--- src/rtl/rmsc_map.svh ---
`ifndef RMSC_MAP_SVH
`define RMSC_MAP_SVH
// Register addresses on the control link
`define RMSC_ADDR_MODE 8'hc1
`define RMSC_ADDR_AUDIO 8'hc2
`define RMSC_ADDR_TONE 8'hc3
// Writable bits of each register; reserved bits are stored as zero
`define RMSC_MODE_WMASK 16'hfefb
`define RMSC_AUDIO_WMASK 16'h1f3f
`define RMSC_TONE_WMASK 16'hf83f
// Mode control fields
`define RMSC_MODE_SEL_LSB 0
`define RMSC_MODEM_LSB 3
`define RMSC_SYNC_A_BIT 5
`define RMSC_SYNC_B_BIT 6
`define RMSC_SYNC_B_INV_BIT 7
`define RMSC_SUB_LSB 9
`define RMSC_AUDIO_TONE_BIT 12
`define RMSC_VB_LSB 13
`define RMSC_VOICE_BIT 15
// Audio and sub-audio control fields
`define RMSC_TONE_NUM_LSB 0
`define RMSC_SPECIAL_LSB 8
`define RMSC_EMPH_BIT 10
`define RMSC_VFILT_LSB 11
`define RMSC_TONE_NUM_MAX 6'h27
// Transmit tone fields
`define RMSC_DIAL_LSB 0
`define RMSC_SINGLE_BIT 4
`define RMSC_TWIST_BIT 5
`define RMSC_SELCALL_LSB 11
// Host register offsets (APB byte addresses)
`define RMSC_APB_CMD 12'h000
`define RMSC_APB_DATA 12'h004
`define RMSC_APB_STAT 12'h008
`define RMSC_APB_MODE 12'h00c
`define RMSC_APB_AUDIO 12'h010
`define RMSC_APB_TONE 12'h014
`define RMSC_APB_DEV 12'h018
// Device reset value of every control register
`define RMSC_REG_RESET 16'h0000
`endif

--- src/rtl/rmsc_pkg.sv ---
package rmsc_pkg;
   typedef enum logic [1:0] {
      RMSC_IDLE, RMSC_RX, RMSC_TX, RMSC_SAVE
   } rmsc_mode_t;
   typedef enum logic [1:0] {
      RMSC_NO_MODEM, RMSC_SLOW, RMSC_FAST, RMSC_BOTH
   } rmsc_modem_t;
endpackage : rmsc_pkg

--- src/rtl/rmsc_if.sv ---
`timescale 1ns/1ps
interface rmsc_if;
   logic wr;
   logic [7:0] addr;
   logic [15:0] wdata;
   logic sync_found;
   modport ctrl (output wr, output addr, output wdata, input sync_found);
   modport dev (input wr, input addr, input wdata, output sync_found);
endinterface : rmsc_if

--- src/rtl/rmsc_device.sv ---
`timescale 1ns/1ps
`include "rmsc_map.svh"
// Behaviour
// - Two-bit field picks idle, receive, transmit, save
// - Host enables one signal per band
// - Receive searches all enabled signals in parallel
// - Transmit starts on enable; data loaded first
// - Modem field selects no modem, slow, fast
// - Modem field change starts or stops data
// - One bit enables each of the three frame sync searches
// - Host clears sync bits when sending data
// - Sub-audio field selects code and tone squelch
// - Audio tone in transmit only when modem and voice-band idle
// - Voice-band field selects selcall or dialling
// - Voice enable routes audio path
// - Voice path suppressed by other signals
// - Cleared enable returns band to phase one
// - Detection gated by threshold with hysteresis
// - Frame sync disables selcall until rewritten
// - Tone number 0 to 39 picks squelch tone
// - Special field: turn-off tone or clone mode
// - Voice filter field and emphasis bit
// - Five-bit field picks selcall tone
// - Twist sends lower tone 2 dB down
// - Four-bit dial code, optional single tone
// - Save mode forces block power enables off
module rmsc_device
   import rmsc_pkg::*;
(
   // Clock and reset
   input wire logic pclk,
   input wire logic presetn,
   // Control link
   rmsc_if.dev link,
   // Detector inputs from signal processing
   input wire logic frame_sync_b_seen,
   input wire logic [1:0] band_level_above,
   // Mode and power
   output rmsc_mode_t mode,
   output logic power_force_off,
   // Transmit enables
   output logic tx_modem_slow,
   output logic tx_modem_fast,
   output logic tx_tone_squelch,
   output logic tx_code_squelch,
   output logic tx_code_squelch_inverse,
   output logic tx_turn_off_tone,
   output logic tx_selcall,
   output logic tx_dial,
   output logic tx_audio_tone,
   output logic [4:0] tx_selcall_tone,
   output logic [3:0] tx_dial_tone_code,
   output logic tx_dial_single,
   output logic tx_dial_twist,
   // Receive search enables
   output logic rx_modem_slow_enable,
   output logic rx_modem_fast_enable,
   output logic frame_sync_a_detect,
   output logic frame_sync_b_detect,
   output logic frame_sync_b_inverse_detect,
   output logic rx_tone_squelch,
   output logic rx_code_squelch,
   output logic rx_code_squelch_inverse,
   output logic rx_clone,
   output logic rx_selcall,
   output logic rx_audio_tone,
   output logic [1:0] band_restart,
   // Shared audio settings
   output logic voice_path_on,
   output logic [5:0] tone_squelch_number,
   output logic [1:0] voice_filter,
   output logic emphasis_on
);
   logic [15:0] mode_ff, nxt_mode;
   logic [15:0] audio_ff, nxt_audio;
   logic [15:0] tone_ff, nxt_tone;
   logic selcall_hold_ff, nxt_selcall_hold;
   logic [1:0] restart_ff, nxt_restart;
   logic is_tx, is_rx;
   logic [1:0] modem_f, vb_f, sp_f;
   logic [2:0] sub_f;
   logic in_ok;
   logic wr_mode;
   logic [2:0] sync_on, sub_on;
   logic tx_voice_busy, rx_voice_busy;

   // One search enable per frame sync pattern and per sub-audio code;
   // built from the registers and band_level_above, not is_rx, so no path loops through the decode
   for (genvar g = 0; g < 3; g++) begin : g_search
      assign sync_on[g] = mode_ff[`RMSC_MODE_SEL_LSB +: 2] == RMSC_RX &&
         mode_ff[`RMSC_MODEM_LSB +: 2] != RMSC_NO_MODEM &&
         mode_ff[`RMSC_SYNC_A_BIT + g];
      assign sub_on[g] = mode_ff[`RMSC_MODE_SEL_LSB +: 2] == RMSC_RX &&
         mode_ff[`RMSC_SUB_LSB + g] &&
         band_level_above[0];
   end

   always_comb begin
      wr_mode = link.wr && link.addr == `RMSC_ADDR_MODE;
      nxt_mode = mode_ff;
      nxt_audio = audio_ff;
      nxt_tone = tone_ff;
      // Reserved bits are dropped so stray host bits cannot enable anything
      if (wr_mode) begin
         nxt_mode = link.wdata & `RMSC_MODE_WMASK;
      end
      if (link.wr && link.addr == `RMSC_ADDR_AUDIO) begin
         nxt_audio = link.wdata & `RMSC_AUDIO_WMASK;
      end
      if (link.wr && link.addr == `RMSC_ADDR_TONE) begin
         nxt_tone = link.wdata & `RMSC_TONE_WMASK;
      end
      // Hold off selcall after a frame sync until voice bits are rewritten
      nxt_selcall_hold = selcall_hold_ff;
      if (wr_mode) begin
         nxt_selcall_hold = 1'b0;
      end
      if (frame_sync_b_seen && is_rx) begin
         nxt_selcall_hold = 1'b1;
      end
      // A band that loses any of its set enables returns to its first phase
      nxt_restart[0] = wr_mode &&
         (mode_ff[`RMSC_SUB_LSB +: 3] & ~link.wdata[`RMSC_SUB_LSB +: 3])
         != 3'b000;
      nxt_restart[1] = wr_mode &&
         ((mode_ff[`RMSC_VB_LSB +: 2] & ~link.wdata[`RMSC_VB_LSB +: 2])
         != 2'b00 ||
         (mode_ff[`RMSC_MODEM_LSB +: 2] & ~link.wdata[`RMSC_MODEM_LSB +: 2])
         != 2'b00);
   end

   always_ff @(posedge pclk or negedge presetn) begin
      if (!presetn) begin
         mode_ff <= `RMSC_REG_RESET;
         audio_ff <= `RMSC_REG_RESET;
         tone_ff <= `RMSC_REG_RESET;
         selcall_hold_ff <= 1'b0;
         restart_ff <= 2'b00;
      end else begin
         mode_ff <= nxt_mode;
         audio_ff <= nxt_audio;
         tone_ff <= nxt_tone;
         selcall_hold_ff <= nxt_selcall_hold;
         restart_ff <= nxt_restart;
      end
   end

   always_comb begin
      mode = rmsc_mode_t'(mode_ff[`RMSC_MODE_SEL_LSB +: 2]);
      is_tx = mode == RMSC_TX;
      is_rx = mode == RMSC_RX;
      // Save mode keeps every register; only block power is forced down
      power_force_off = mode == RMSC_SAVE;
      modem_f = mode_ff[`RMSC_MODEM_LSB +: 2];
      sub_f = mode_ff[`RMSC_SUB_LSB +: 3];
      vb_f = mode_ff[`RMSC_VB_LSB +: 2];
      sp_f = audio_ff[`RMSC_SPECIAL_LSB +: 2];
      // An out-of-range number silences the transmit tone squelch only
      in_ok = audio_ff[`RMSC_TONE_NUM_LSB +: 6] <= `RMSC_TONE_NUM_MAX;
      // Transmit follows register bits directly, so it starts on the write
      tx_modem_slow = is_tx && modem_f == RMSC_SLOW;
      tx_modem_fast = is_tx && modem_f == RMSC_FAST;
      tx_tone_squelch = is_tx && sub_f == 3'b100 && in_ok;
      tx_turn_off_tone = is_tx && sp_f == 2'b01 && sub_f == 3'b010;
      tx_code_squelch = is_tx && sub_f == 3'b010 && !tx_turn_off_tone;
      tx_code_squelch_inverse = is_tx && sub_f == 3'b001;
      // Reserved transmit codes decode to no signal rather than a guess
      tx_selcall = is_tx && vb_f == 2'b01;
      tx_dial = is_tx && vb_f == 2'b10;
      tx_audio_tone = is_tx && mode_ff[`RMSC_AUDIO_TONE_BIT] &&
         vb_f == 2'b00 && modem_f == 2'b00;
      tx_selcall_tone = tone_ff[`RMSC_SELCALL_LSB +: 5];
      tx_dial_tone_code = tone_ff[`RMSC_DIAL_LSB +: 4];
      tx_dial_single = tone_ff[`RMSC_SINGLE_BIT];
      tx_dial_twist = tone_ff[`RMSC_TWIST_BIT];
      // Receive searches every enabled type at once
      // Code 11 runs both rate searches side by side
      rx_modem_slow_enable = is_rx && modem_f[0];
      rx_modem_fast_enable = is_rx && modem_f[1];
      frame_sync_a_detect = sync_on[0];
      frame_sync_b_detect = sync_on[1];
      frame_sync_b_inverse_detect = sync_on[2];
      // Level gating: the detectors report hysteresis-filtered level flags
      rx_tone_squelch = sub_on[2];
      rx_code_squelch = sub_on[1];
      rx_code_squelch_inverse = sub_on[0];
      rx_clone = is_rx && sp_f == 2'b11 && band_level_above[0];
      // Selcall stays off after a frame sync until the host rewrites mode
      rx_selcall = is_rx && vb_f == 2'b01 && !selcall_hold_ff &&
         band_level_above[1];
      rx_audio_tone = is_rx && mode_ff[`RMSC_AUDIO_TONE_BIT];
      // One-cycle pulse sends the band's detector back to its first phase
      band_restart = restart_ff;
      // Signalling owns the modulator in transmit; voice waits its turn
      tx_voice_busy = modem_f != 2'b00 || vb_f != 2'b00 ||
         mode_ff[`RMSC_AUDIO_TONE_BIT];
      rx_voice_busy = mode_ff[`RMSC_AUDIO_TONE_BIT];
      voice_path_on = mode_ff[`RMSC_VOICE_BIT] &&
         (is_tx && !tx_voice_busy || is_rx && !rx_voice_busy);
      tone_squelch_number = audio_ff[`RMSC_TONE_NUM_LSB +: 6];
      voice_filter = audio_ff[`RMSC_VFILT_LSB +: 2];
      emphasis_on = audio_ff[`RMSC_EMPH_BIT];
   end

   assign link.sync_found = selcall_hold_ff;
endmodule : rmsc_device

--- src/flat_wrapper.sv ---
// flat-port wrapper written by rule: the top's interface ports become plain ports
module rmsc_device_flat import rmsc_pkg::*;
  (pclk, presetn, frame_sync_b_seen, band_level_above, mode, power_force_off, tx_modem_slow, tx_modem_fast, tx_tone_squelch, tx_code_squelch, tx_code_squelch_inverse, tx_turn_off_tone, tx_selcall, tx_dial, tx_audio_tone, tx_selcall_tone, tx_dial_tone_code, tx_dial_single, tx_dial_twist, rx_modem_slow_enable, rx_modem_fast_enable, frame_sync_a_detect, frame_sync_b_detect, frame_sync_b_inverse_detect, rx_tone_squelch, rx_code_squelch, rx_code_squelch_inverse, rx_clone, rx_selcall, rx_audio_tone, band_restart, voice_path_on, tone_squelch_number, voice_filter, emphasis_on, link_wr, link_addr, link_wdata, link_sync_found);
  rmsc_if link_i ();
  input wire logic pclk;
  input wire logic presetn;
  input wire logic frame_sync_b_seen;
  input wire logic [1:0] band_level_above;
  output rmsc_mode_t mode;
  output logic power_force_off;
  output logic tx_modem_slow;
  output logic tx_modem_fast;
  output logic tx_tone_squelch;
  output logic tx_code_squelch;
  output logic tx_code_squelch_inverse;
  output logic tx_turn_off_tone;
  output logic tx_selcall;
  output logic tx_dial;
  output logic tx_audio_tone;
  output logic [4:0] tx_selcall_tone;
  output logic [3:0] tx_dial_tone_code;
  output logic tx_dial_single;
  output logic tx_dial_twist;
  output logic rx_modem_slow_enable;
  output logic rx_modem_fast_enable;
  output logic frame_sync_a_detect;
  output logic frame_sync_b_detect;
  output logic frame_sync_b_inverse_detect;
  output logic rx_tone_squelch;
  output logic rx_code_squelch;
  output logic rx_code_squelch_inverse;
  output logic rx_clone;
  output logic rx_selcall;
  output logic rx_audio_tone;
  output logic [1:0] band_restart;
  output logic voice_path_on;
  output logic [5:0] tone_squelch_number;
  output logic [1:0] voice_filter;
  output logic emphasis_on;
  input wire logic [$bits(link_i.wr)-1:0] link_wr;
  input wire logic [$bits(link_i.addr)-1:0] link_addr;
  input wire logic [$bits(link_i.wdata)-1:0] link_wdata;
  output wire logic [$bits(link_i.sync_found)-1:0] link_sync_found;
  assign link_i.wr = link_wr;
  assign link_i.addr = link_addr;
  assign link_i.wdata = link_wdata;
  assign link_sync_found = link_i.sync_found;
  rmsc_device u_core (.pclk(pclk), .presetn(presetn), .link(link_i), .frame_sync_b_seen(frame_sync_b_seen), .band_level_above(band_level_above), .mode(mode), .power_force_off(power_force_off), .tx_modem_slow(tx_modem_slow), .tx_modem_fast(tx_modem_fast), .tx_tone_squelch(tx_tone_squelch), .tx_code_squelch(tx_code_squelch), .tx_code_squelch_inverse(tx_code_squelch_inverse), .tx_turn_off_tone(tx_turn_off_tone), .tx_selcall(tx_selcall), .tx_dial(tx_dial), .tx_audio_tone(tx_audio_tone), .tx_selcall_tone(tx_selcall_tone), .tx_dial_tone_code(tx_dial_tone_code), .tx_dial_single(tx_dial_single), .tx_dial_twist(tx_dial_twist), .rx_modem_slow_enable(rx_modem_slow_enable), .rx_modem_fast_enable(rx_modem_fast_enable), .frame_sync_a_detect(frame_sync_a_detect), .frame_sync_b_detect(frame_sync_b_detect), .frame_sync_b_inverse_detect(frame_sync_b_inverse_detect), .rx_tone_squelch(rx_tone_squelch), .rx_code_squelch(rx_code_squelch), .rx_code_squelch_inverse(rx_code_squelch_inverse), .rx_clone(rx_clone), .rx_selcall(rx_selcall), .rx_audio_tone(rx_audio_tone), .band_restart(band_restart), .voice_path_on(voice_path_on), .tone_squelch_number(tone_squelch_number), .voice_filter(voice_filter), .emphasis_on(emphasis_on));
endmodule
--- config.mk ---
export PLATFORM = sky130hd
export DESIGN_NAME = rmsc_device_flat
export DESIGN_NICKNAME = d
export VERILOG_FILES = /design/src/rtl/rmsc_pkg.sv /design/src/rtl/rmsc_if.sv /design/src/rtl/rmsc_device.sv /design/src/flat_wrapper.sv
export VERILOG_INCLUDE_DIRS = /design/src /design/src/rtl
export SDC_FILE = /design/constraint.sdc
export NUM_CORES = 1
export LEC_CHECK = 0
export ABC_AREA = 1
export BUFFER_PORTS_ARGS = -buffer_cell sky130_fd_sc_hd__buf_2
export CELL_PAD_IN_SITES_DETAIL_PLACEMENT = 1
export CELL_PAD_IN_SITES_GLOBAL_PLACEMENT = 2
export CORE_MARGIN = 2
export CORE_UTILIZATION = 23
export CTS_CLUSTER_DIAMETER = 100
export CTS_CLUSTER_SIZE = 20
export DETAILED_ROUTE_END_ITERATION = 6
export MAX_ROUTING_LAYER = met4
export PLACE_DENSITY_LB_ADDON = 0.1
export SLEW_MARGIN = 25
export SYNTH_ARGS = -nofsm -noshare
export SYNTH_HDL_FRONTEND = slang
export SYNTH_SLANG_ARGS = --single-unit
--- constraint.sdc ---
create_clock -name pclk -period 0.8 [get_ports pclk]
set_input_delay 0.08 -clock pclk [delete_from_list [all_inputs] [get_ports pclk]]
set_output_delay 0.08 -clock pclk [all_outputs]
set_load 0.1 [all_outputs]
Word level (Yosys, flattened, before mapping)

Index checks and enable logic that the tools add are counted.

Register bits: 39
Bits of input ports: 30
Output and inout bits: 47
Word-level logic and storage cells: 86

Magnitude comparators: 1
Equal/unequal tests: 15
Muxes and demuxes: 2
Bitwise operators: 6
Reduce and logical (&&, ||, !) cells: 57

Operators by type and width:

| operator             | count |
|---|---|
| $logic_and A1 B1 Y1  | 41 |
| $eq A8 B8 Y1 const B | 3 |
| $eq A2 B2 Y1 const B | 5 |
| $reduce_bool A2 Y1   | 5 |
| $eq A2 B1 Y1 const B | 4 |
| $le A6 B6 Y1 const B | 1 |
| $and A2 B2 Y2        | 2 |
| $logic_not A1 Y1     | 4 |
| $logic_not A2 Y1     | 2 |
| $logic_or A1 B1 Y1   | 4 |
| $not A2 Y2           | 2 |
| $and A3 B3 Y3        | 1 |
| $eq A3 B1 Y1 const B | 1 |
| $eq A3 B2 Y1 const B | 1 |
| $eq A3 B3 Y1 const B | 1 |
| $not A3 Y3           | 1 |
| $reduce_bool A3 Y1   | 1 |
| $mux W1              | 2 |

Logic depth before layout (Yosys ltp)

Gate-level depths: netlist of the first run.

Depth after elaboration: 7
Depth in mapped cells: 7
Gate-level depth less buffers: 6

Least setup slack after synthesis of the first run

No wires, ideal clock.

Kind: register -> output
From: register u_core.mode_ff[1]
To: output tx_code_squelch_inverse
Arrival: 3507 ps
Data required time: 720 ps
Path slack: -2787 ps
Stages on the path, launching flop included: 5
Buffers on the path: 0
Cells stage by stage: dfrtp_1 > inv_1 > nor2_1 > inv_1 > nor4_1

Longest elaborated chain between the ends: 2

RTL lines:

| element                | RTL line           | text |
|---|---|---|
| start, declared        | rmsc_device.sv:74  | `logic [15:0] mode_ff, nxt_mode;` |
| start signal, assigned | rmsc_device.sv:134 | `` mode_ff <= `RMSC_REG_RESET; `` |
| start signal, assigned | rmsc_device.sv:140 | `mode_ff <= nxt_mode;` |
| $eq A2 B2 Y1           | rmsc_device.sv:150 | `is_tx = mode == RMSC_TX;` |
| $logic_and A1 B1 Y1    | rmsc_device.sv:166 | `tx_code_squelch_inverse = is_tx && sub_f == 3'b001;` |
| end, declared          | flat_wrapper.sv:15 | `output logic tx_code_squelch_inverse;` |

Every way passes these cells.

Final worst setup path of the first run

From: register u_core.mode_ff[1]
To: output frame_sync_b_inverse_detect

Longest elaborated chain between the ends: 3

RTL lines:

| element                           | RTL line           | text |
|---|---|---|
| $eq A2 B1 Y1                      | rmsc_device.sv:90  | `` assign sync_on[g] = mode_ff[`RMSC_MODE_SEL_LSB +: 2] == RMSC_RX && `` |
| $logic_and A1 B1 Y1 (2 in series) | rmsc_device.sv:90  |  |
| end, declared                     | flat_wrapper.sv:28 | `output logic frame_sync_b_inverse_detect;` |

Every way passes these cells.

==> results.cfg, run 1 <==
[status]
status = finished, violations left
violations = negative setup slack

[logic_synthesis]
syn_inst = 253
synth_area_per_cell_um2 = 7.70
synth_top_family_by_area = simple AND/OR/NAND/NOR gates
synth.distinct_cells = 20
synthMuxAreaShare = 0
synthTopCellsByArea = dfrtp_1 (50%), nand2_1 (17%), nand3_1 (10%)
ys_seq_area_frac = 0.501
yosys_warnings = 0
synth-simple-area-share = 0.368
synth_area_leader_cell = dfrtp_1
synth_area_um2 = 1950
synth_nets = 283
synth_compound_area_frac = 0.0180
synthAdderAreaFrac = 0
ys_seq_elements = 39
synth_top_area_share = 0.501
synth_xor_area_frac = 0

[grt]
gr-total-overflow = 0
antenna_found_initial = 0
track_usage = 0.163
grt_pass1_wl_mm = 11.1
grt_pass1_vias = 2188
grt_start_max_net_pins = 40

[clock_network]
clockRootBuffer = clkbuf_8
clock_latency_ps = 300
cts.sink_count = 39
ctsHtreeMaxLevel = 2
cts_inserted_buffers = 5
cts_tree = built
clock_path_buffers = 2
clk_pin_slew_ps = 80

[route]
ant_nets = 0
viasPerCell = 4.39
drc_errors = 0
routedWlPerCell_um = 14.2
dr_total_vias = 2066
wirelength_mm = 6.69
dr.pass1.iters = 4
drt_iter0_drc = 71

[sta]
skew_ps = 11.3
fmax_mhz = 587
rsz0062_at_grt = true
worst_hold_slack_ps = 18.5
tightest_slew_ps = 268
fin_crit_sh = 2.13
hold_viol_final = 0
fin_setup_tns_ps = -24850
slew_headroom = 0.820
setup_viol = 51
timing.final.max_slew_violations = 0
min_period_ps = 1700
fin_ws_ps = -905

[pwr]
power.share.switching = 0.340
internal_power_mw = 3.64
powerDensity_nw_per_um2 = 1400
clockPowerShare = 0.307
p_sw_mw = 1.88
pwr-share-seq = 0.401
p_leak_nw = 1.84
p_comb_frac = 0.291
ir_drop_mv = 0.584

[job]
cap_viol_max_count = 0

[place]
post-place-ws_ps = -562
dp_cells = 453
portBuffers = 76
dpl.hpwl_mm = 5.20
place_congestion = 0.758

[worst_setup_path]
crit_type = register to output port
cp_data_arrival_time_ps = 1620
path_buf_inv = 3
r2r-end = u_core.band_restart[1]
cp-start-kind = register
cp.required_ps = 720
reg2reg_from = u_core.mode_ff[4]
slowest_stage = dfrtp_1
cp_top_family = simple AND/OR/NAND/NOR gates
cp-end-kind = output port
cp_slowest_stage_delay_ps = 410
path_cells = buf_6 > nor2_4 > inv_4 > nor2_4 > nor2_4 > nor2_4 > buf_12
rrSetupSlack_ps = -180
r2r_cells = 5
cp_max_fo = 4
cpMostUsedCell = nor2_4

[worst_hold_path]
hold_path_end = u_core.mode_ff[7]
hp-start = link_wdata[7]
holdPathStages = 3
worstHoldPathType = primary input to register

[final_layout]
area_growth_pct = 103
layout-drive-gt1-share = 0.536
fin_cells = 471
fillers = 924
nNetsFinal = 395
n_antenna_cell = 0
final_cell_mix = nand2_1 (80), buf_12 (50), nand3_1 (37)
final_common_cell = nand2_1
fin_util = 0.481

[die]
pin_count = 77
placeableCoreArea_um2 = 8220
dieArea_um2 = 9220
die_x_um = 96.0
rows = 33
start_util = 0.237
die-height_um = 96.0
[routing by layer]
metal  vias to the layer above  part of all wire  track usage
met1                      1006              0.42        0.198
met2                        45              0.54        0.284
li1                       1009                 -            -
met3                         6             0.036       0.0266
met5                         -                 0            -
met4                         0             0.011       0.0393
[through the flow]
step | instance area (um^2) | power (mW)
global placement | 3650 | 3.76
floorplan | 2250 | 3.08
finish | 3950 | 5.52
CTS | 3870 | 5.56
global route | 3950 | 5.77
detailed placement | 3650 | 3.78
[worst max-delay path by stage]
stage	cells after the start	slack (ps)	to	start
floorplan	6	-1120	frame_sync_a_detect	u_core.mode_ff[0]
global placement	7	-530	frame_sync_a_detect	u_core.mode_ff[1]
detailed placement	5	-560	tx_turn_off_tone	u_core.mode_ff[0]
CTS	7	-880	frame_sync_a_detect	u_core.mode_ff[1]
global route	7	-1000	frame_sync_b_inverse_detect	u_core.mode_ff[1]
finish	7	-900	frame_sync_b_inverse_detect	u_core.mode_ff[1]
[power groups by stage]
stage	combinational [mW]	sequential (mW)	clock [mW]
after floorplan	0.488	2.59	0
after global placement	1.52	2.25	0
after detailed placement	1.53	2.25	0
after CTS	1.60	2.21	1.74
after global routing	1.70	2.23	1.84
final	1.61	2.21	1.70
[cell type report]
type	instances	area (um^2)	share of cell area
inverter	25	115	0.0292
clock inverter	3	43.8	0.0111
timing repair buffer	124	1540	0.389
tap	105	131	0.0333
sequential	39	1030	0.260
clock buffer	5	68.8	0.0174
multi-input combinational	170	1020	0.259
[worst register-to-register path: stages, from the launching register on]
cell and delay, ps:
dfrtp_1 430, inv_2 110, buf_6 110, o22ai_2 60
nor2_1 120, nor2_2 40
[sequential cells by signal (all words and copies together), names as in the netlist]
register	flops
u_core.link.sync_found	1
u_core.mode_ff	14
u_core.band_restart	2
u_core.audio_ff	11
u_core.tone_ff	11
[cells by family (layout without fill, tap and decap cells)]
group                  after synthesis  in the layout
AO/OA/AOI/OAI                        6              6
buffers and inverters               44            157
flip-flops                          39             39
AND/OR/NAND/NOR                    164            164
[Yosys cell counts]
library cell,n
o21a_1,1
o21ai_0,1
nor2_4,2
nor2_2,4
nor3_1,7
buf_4,11
buf_6,1
nand2_4,1
clkbuf_1,2
o22ai_1,2
dfrtp_1,39
nand4_1,2
nand3b_1,1
nor4_1,1
inv_1,25
nor2_1,20
buf_2,5
nand2_1,87
a21oi_1,2
nand3_1,39
[what timing repair did]
| item | in CTS | in global routing |
|---|---|---|
| hold endpoints to repair | 40 | 0 |
| gates resized for setup | 20 | 10 |
| pin swaps | 5 | 12 |
| endpoints found under the setup margin | 50 | 54 |
| hold buffers | 2 | 0 |
| setup buffers | 4 | 7 |
No activity file was read; power rests on OpenSTA's default activity.
==> run 2, diff against run 1 <==
MAX_ROUTING_LAYER = not set   (was met4)
==> run 2 against run 1 <==
Against the previous run: setup slack gained 6.1 ps; first-iteration DRC count is the same; cell count is the same; total power is essentially flat; non-clock buffer count is the same; maximum frequency grew 0.36%; sequential share of layout area is the same; global-route usage shrank 0.47 points; clock skew shrank 1.8 ps; via count grew 0.39%; count of clock-buffer cells in the layout is the same; register-to-register slack is essentially flat; the run still ends with negative setup slack left.
==> results.cfg, run 2 (synthesis gave the netlist of run 1 again) <==
[final_layout]
area_growth_pct = 103
n_antenna_cell = 0
nNetsFinal = 395
top_register = u_core.mode_ff
final_area_um2 = 3950
final_common_cell = nand2_1
final_cell_mix = nand2_1 (80), buf_12 (50), nand3_1 (37)
reg.largest.list = u_core.mode_ff (14), u_core.audio_ff (11), u_core.tone_ff (11)
largest_reg_flops = 14
layout-drive-gt1-share = 0.536

[grt]
antenna_found_initial = 0
grt_pass1_wl_mm = 11.0
grt_pass1_vias = 2193
track_usage = 0.159
grt_start_max_net_pins = 40
gr-total-overflow = 0

[place]
place_congestion = 0.749
post-place-ws_ps = -562
portBuffers = 76
dpl.hpwl_mm = 5.20
place_area_um2 = 3650

[route]
drt_iter0_drc = 71
ant_nets = 0
drc_errors = 0
viasPerCell = 4.40
routedWlPerCell_um = 14.2
wirelength_mm = 6.69
dr.pass1.iters = 4
dr_total_vias = 2074

[sta]
fmax_mhz = 589
timing.final.max_slew_violations = 0
fin_ws_ps = -899
tightest_slew_ps = 268
worst_hold_slack_ps = 17.8
min_period_ps = 1700
hold_viol_final = 0
skew_ps = 9.58
rsz0062_at_grt = true
setup_viol = 51
fin_crit_sh = 2.12
fin_setup_tns_ps = -24780
slew_headroom = 0.820

[pwr]
p_comb_frac = 0.292
powerDensity_nw_per_um2 = 1400
p_leak_nw = 1.84
internal_power_mw = 3.64
p_sw_mw = 1.88
power.share.switching = 0.340
pwr-share-seq = 0.401
clockPowerShare = 0.307
total_power_mw = 5.52
ir_drop_mv = 0.584

[clock_network]
cts.sink_count = 39
clock_path_buffers = 2
clock_latency_ps = 300
cts_tree = built
clk_pin_slew_ps = 80
cts_inserted_buffers = 5
ctsHtreeMaxLevel = 2
clockRootBuffer = clkbuf_8

[die]
rows = 33
placeableCoreArea_um2 = 8220
die-height_um = 96.0
dieArea_um2 = 9220
pin_count = 77
die_x_um = 96.0
start_util = 0.237

[status]
status = finished, violations left
violations = negative setup slack

[worst_setup_path]
cp-end-kind = output port
path_buf_inv = 3
cp_top_family = simple AND/OR/NAND/NOR gates
path_cells = buf_6 > nor2_4 > inv_4 > nor2_4 > nor2_4 > nor2_4 > buf_12
slowest_stage = dfrtp_1
crit_type = register to output port
cp.required_ps = 720
cp_max_fo = 4
cpMostUsedCell = nor2_4
cp_slowest_stage_delay_ps = 410
cp-start-kind = register
cp_data_arrival_time_ps = 1620

[job]
cap_viol_max_count = 0

[worst_hold_path]
worstHoldPathType = primary input to register
-- run 2: cell counts in the layout (fill, tap and decap cells not counted) --
No cell type changed its count.
-- run 2: final timing paths --
check                           slack, ps               from  cells past startpoint                           to
worst min register to register        470  u_core.mode_ff[5]                      2            u_core.mode_ff[5]
max in group asynchronous             290            presetn                      3       u_core.link.sync_found
worst min-delay path                   20      link_wdata[7]                      3            u_core.mode_ff[7]
worst max-delay path                 -900  u_core.mode_ff[1]                      7  frame_sync_b_inverse_detect
worst max register to register       -190  u_core.mode_ff[4]                      5       u_core.band_restart[1]
min in group asynchronous             270            presetn                      3          u_core.audio_ff[11]
-- run 2: routing by layer --
layer | track usage | vias to the layer above | share of wire
met5 | 0 | - | 0
met4 | 0.0393 | 0 | 0.011
li1 | - | 1011 | -
met2 | 0.285 | 45 | 0.54
met1 | 0.195 | 1012 | 0.42
met3 | 0.0274 | 6 | 0.034
-- run 2: layout make-up --
class	instances	area, um^2
timing repair buffer	124	1540
fill	924	4270
multi-input combinational	170	1020
sequential	39	1030
clock buffer	5	68.8
inverter	25	115
tap	105	131
clock inverter	3	43.8
-- run 2: power groups by stage --
stage	sequential (mW)	clock, mW	combinational, mW
global route	2.23	1.84	1.70
floorplan	2.59	0	0.488
global placement	2.25	0	1.52
finish	2.21	1.69	1.61
CTS	2.21	1.74	1.60
detailed placement	2.25	0	1.53
-- run 2: what timing repair did --
action / CTS / global route
hold endpoints to repair: 40 / 0
setup endpoints to repair: 50 / 54
resized for setup: 20 / 10
pin swaps: 5 / 12
hold buffers: 2 / 0
buffers inserted: 4 / 7
-- run 2: metrics by stage --
stage,utilization,instances
6_report,0.481,471
5_1_grt,0.481,471
4_1_cts,0.471,466
3_5_place_dp,0.444,453
3_3_place_gp,0.444,453
2_1_floorplan,-,253
-- run 2: worst reg2reg max path, cell delays in order, from the launching register on --
cell	delay, ps
dfrtp_1	440
inv_2	110
buf_6	110
o22ai_2	60
nor2_1	120
nor2_2	40
==> run 3, diff against run 2 <==
BUFFER_PORTS_ARGS = not set   (was -buffer_cell sky130_fd_sc_hd__buf_2)
CORE_UTILIZATION = 33   (was 23)
DONT_BUFFER_PORTS = 1   (was not set)
clock period = 1.8 ns   (was 0.8 ns; I/O delays follow)
==> run 3 against run 2 <==
Against the previous run: the flow now finishes without violations; first-iteration DRC count fell by 13%; critical path depth did not move; sequential share of layout area rose by 7.5 points; via count fell by 12%; global-route usage rose by 4.7 points; critical endpoint unchanged; highest routed layer unchanged; clock power fell by 54%; setup slack improved by 920 ps; count of clock-buffer cells in the layout did not move; sequential cell count did not move; clock skew fell by 3.9 ps.
==> results.cfg, run 3 (synthesis gave the netlist of run 1 again) <==
[grt]
grt_start_max_net_pins = 40
track_usage = 0.205
antenna_found_initial = 0
grt_pass1_vias = 2070
gr-total-overflow = 0
grt_pass1_wl_mm = 10.2

[die]
start_util = 0.347
placeableCoreArea_um2 = 5610
dieArea_um2 = 6530
die_x_um = 80.8
rows = 27
die-height_um = 80.8
pin_count = 77

[clock_network]
clock_latency_ps = 300
clockRootBuffer = clkbuf_8
cts_tree = built
clock_path_buffers = 2
cts_inserted_buffers = 5
cts.sink_count = 39
clk_pin_slew_ps = 90
ctsHtreeMaxLevel = 2

[final_layout]
final_cell_mix = nand2_1 (87), nand3_1 (39), dfrtp_1 (38)
reg.largest.list = u_core.mode_ff (14), u_core.audio_ff (11), u_core.tone_ff (11)
final_common_cell = nand2_1
multi_input_area_um2 = 933
n_antenna_cell = 0
fin_util = 0.520
largest_reg_flops = 14
layout-drive-gt1-share = 0.331
top_register = u_core.mode_ff
final-seq-area_um2 = 977
fillers = 696
area_growth_pct = 49.7
nNetsFinal = 328

[route]
ant_nets = 0
dr_total_vias = 1828
viasPerCell = 4.93
routedWlPerCell_um = 16.7
drc_errors = 0
dr.pass1.iters = 4
drt_iter0_drc = 62
wirelength_mm = 6.21

[pwr]
p_sw_uw = 769
clockPowerShare = 0.353
p_leak_nw = 1.44
internal_power_mw = 1.43
powerDensity_nw_per_um2 = 753
power.share.switching = 0.350
pwr-share-seq = 0.467
p_comb_frac = 0.179
ir_drop_mv = 0.316

[worst_hold_path]
worstHoldPathType = primary input to register
holdPathStages = 2

[worst_setup_path]
cp_data_arrival_time_ps = 1600
path_buf_inv = 3
cp_top_family = simple AND/OR/NAND/NOR gates
cp-end-kind = output port
cp.required_ps = 1620
slowest_stage = dfrtp_1
path_cells = buf_6 > nor2_4 > inv_4 > nor2_4 > nor2_4 > nor2_4 > buf_12
cp_slowest_stage_delay_ps = 420
r2r_cells = 4
cp_max_fo = 3
cpMostUsedCell = nor2_4
cp.depth = 7
cp-start-kind = register
crit_type = register to output port

[place]
portBuffers = 0
post-place-ws_ps = 272
dpl.hpwl_mm = 4.75
place_congestion = 0.786

[sta]
fin_crit_sh = 0.991
rsz0062_at_grt = true
fin_setup_tns_ps = 0
setup_viol = 0
skew_ps = 5.66
fmax_mhz = 561
fin_ws_ps = 16.8
tightest_slew_ps = 531
hold_viol_final = 0
timing.final.max_slew_violations = 0
min_period_ps = 1780
slew_headroom = 0.646

[job]
cap_viol_max_count = 0

[status]
status = finished clean
[run 3: worst paths after layout]
path                                                     to                from  slack, ps
worst min-delay path                     u_core.audio_ff[1]       link_wdata[1]         10
worst min register to register           u_core.audio_ff[0]  u_core.audio_ff[0]        480
min in group asynchronous                u_core.audio_ff[1]             presetn        330
worst max-delay path            frame_sync_b_inverse_detect   u_core.mode_ff[1]         20
max in group asynchronous            u_core.link.sync_found             presetn       1260
worst max register to register       u_core.band_restart[1]   u_core.mode_ff[4]        730
[run 3: layout make-up]
type	count	share of cell area
Clock buffer	5	0.0236
Clock inverter	3	0.0163
Inverter	25	0.0330
Multi-Input combinational cell	170	0.320
Sequential cell	39	0.335
Tap cell	72	0.0309
Timing Repair Buffer	57	0.241
[run 3: power by group through the flow]
stage	sequential, mW	clock [mW]	combinational [mW]
finish	1.03	0.777	0.394
global route	1.03	0.829	0.423
CTS	1.03	0.787	0.387
detailed placement	1.04	0	0.358
global placement	1.04	0	0.350
floorplan	1.13	0	0.203
[run 3: repair_timing]
item | in CTS | in global routing
gates resized for setup | 3 | 7
endpoints found under the setup margin | 10 | 8
hold endpoints to repair | 40 | 0
pin swaps | 1 | 11
hold buffers | 3 | 0
buffers inserted | 1 | 5
[run 3: layer usage]
layer,wire [um],vias up,global-route usage
met2,3260,49,0.373
met4,48,0,0.0525
met3,338,4,0.0511
li1,-,873,-
met1,2560,902,0.242
met5,0,-,0
[run 3: stage by stage]
stage | instances | cell area [um^2] | hold WS, ps | power, mW
3_5_place_dp | 354 | 2690 | -114 | 1.40
5_1_grt | 371 | 2920 | 15.0 | 2.29
3_3_place_gp | 354 | 2690 | -114 | 1.39
4_1_cts | 366 | 2860 | 12.8 | 2.20
2_1_floorplan | 253 | 2080 | -116 | 1.34
6_report | 371 | 2920 | 14.2 | 2.20
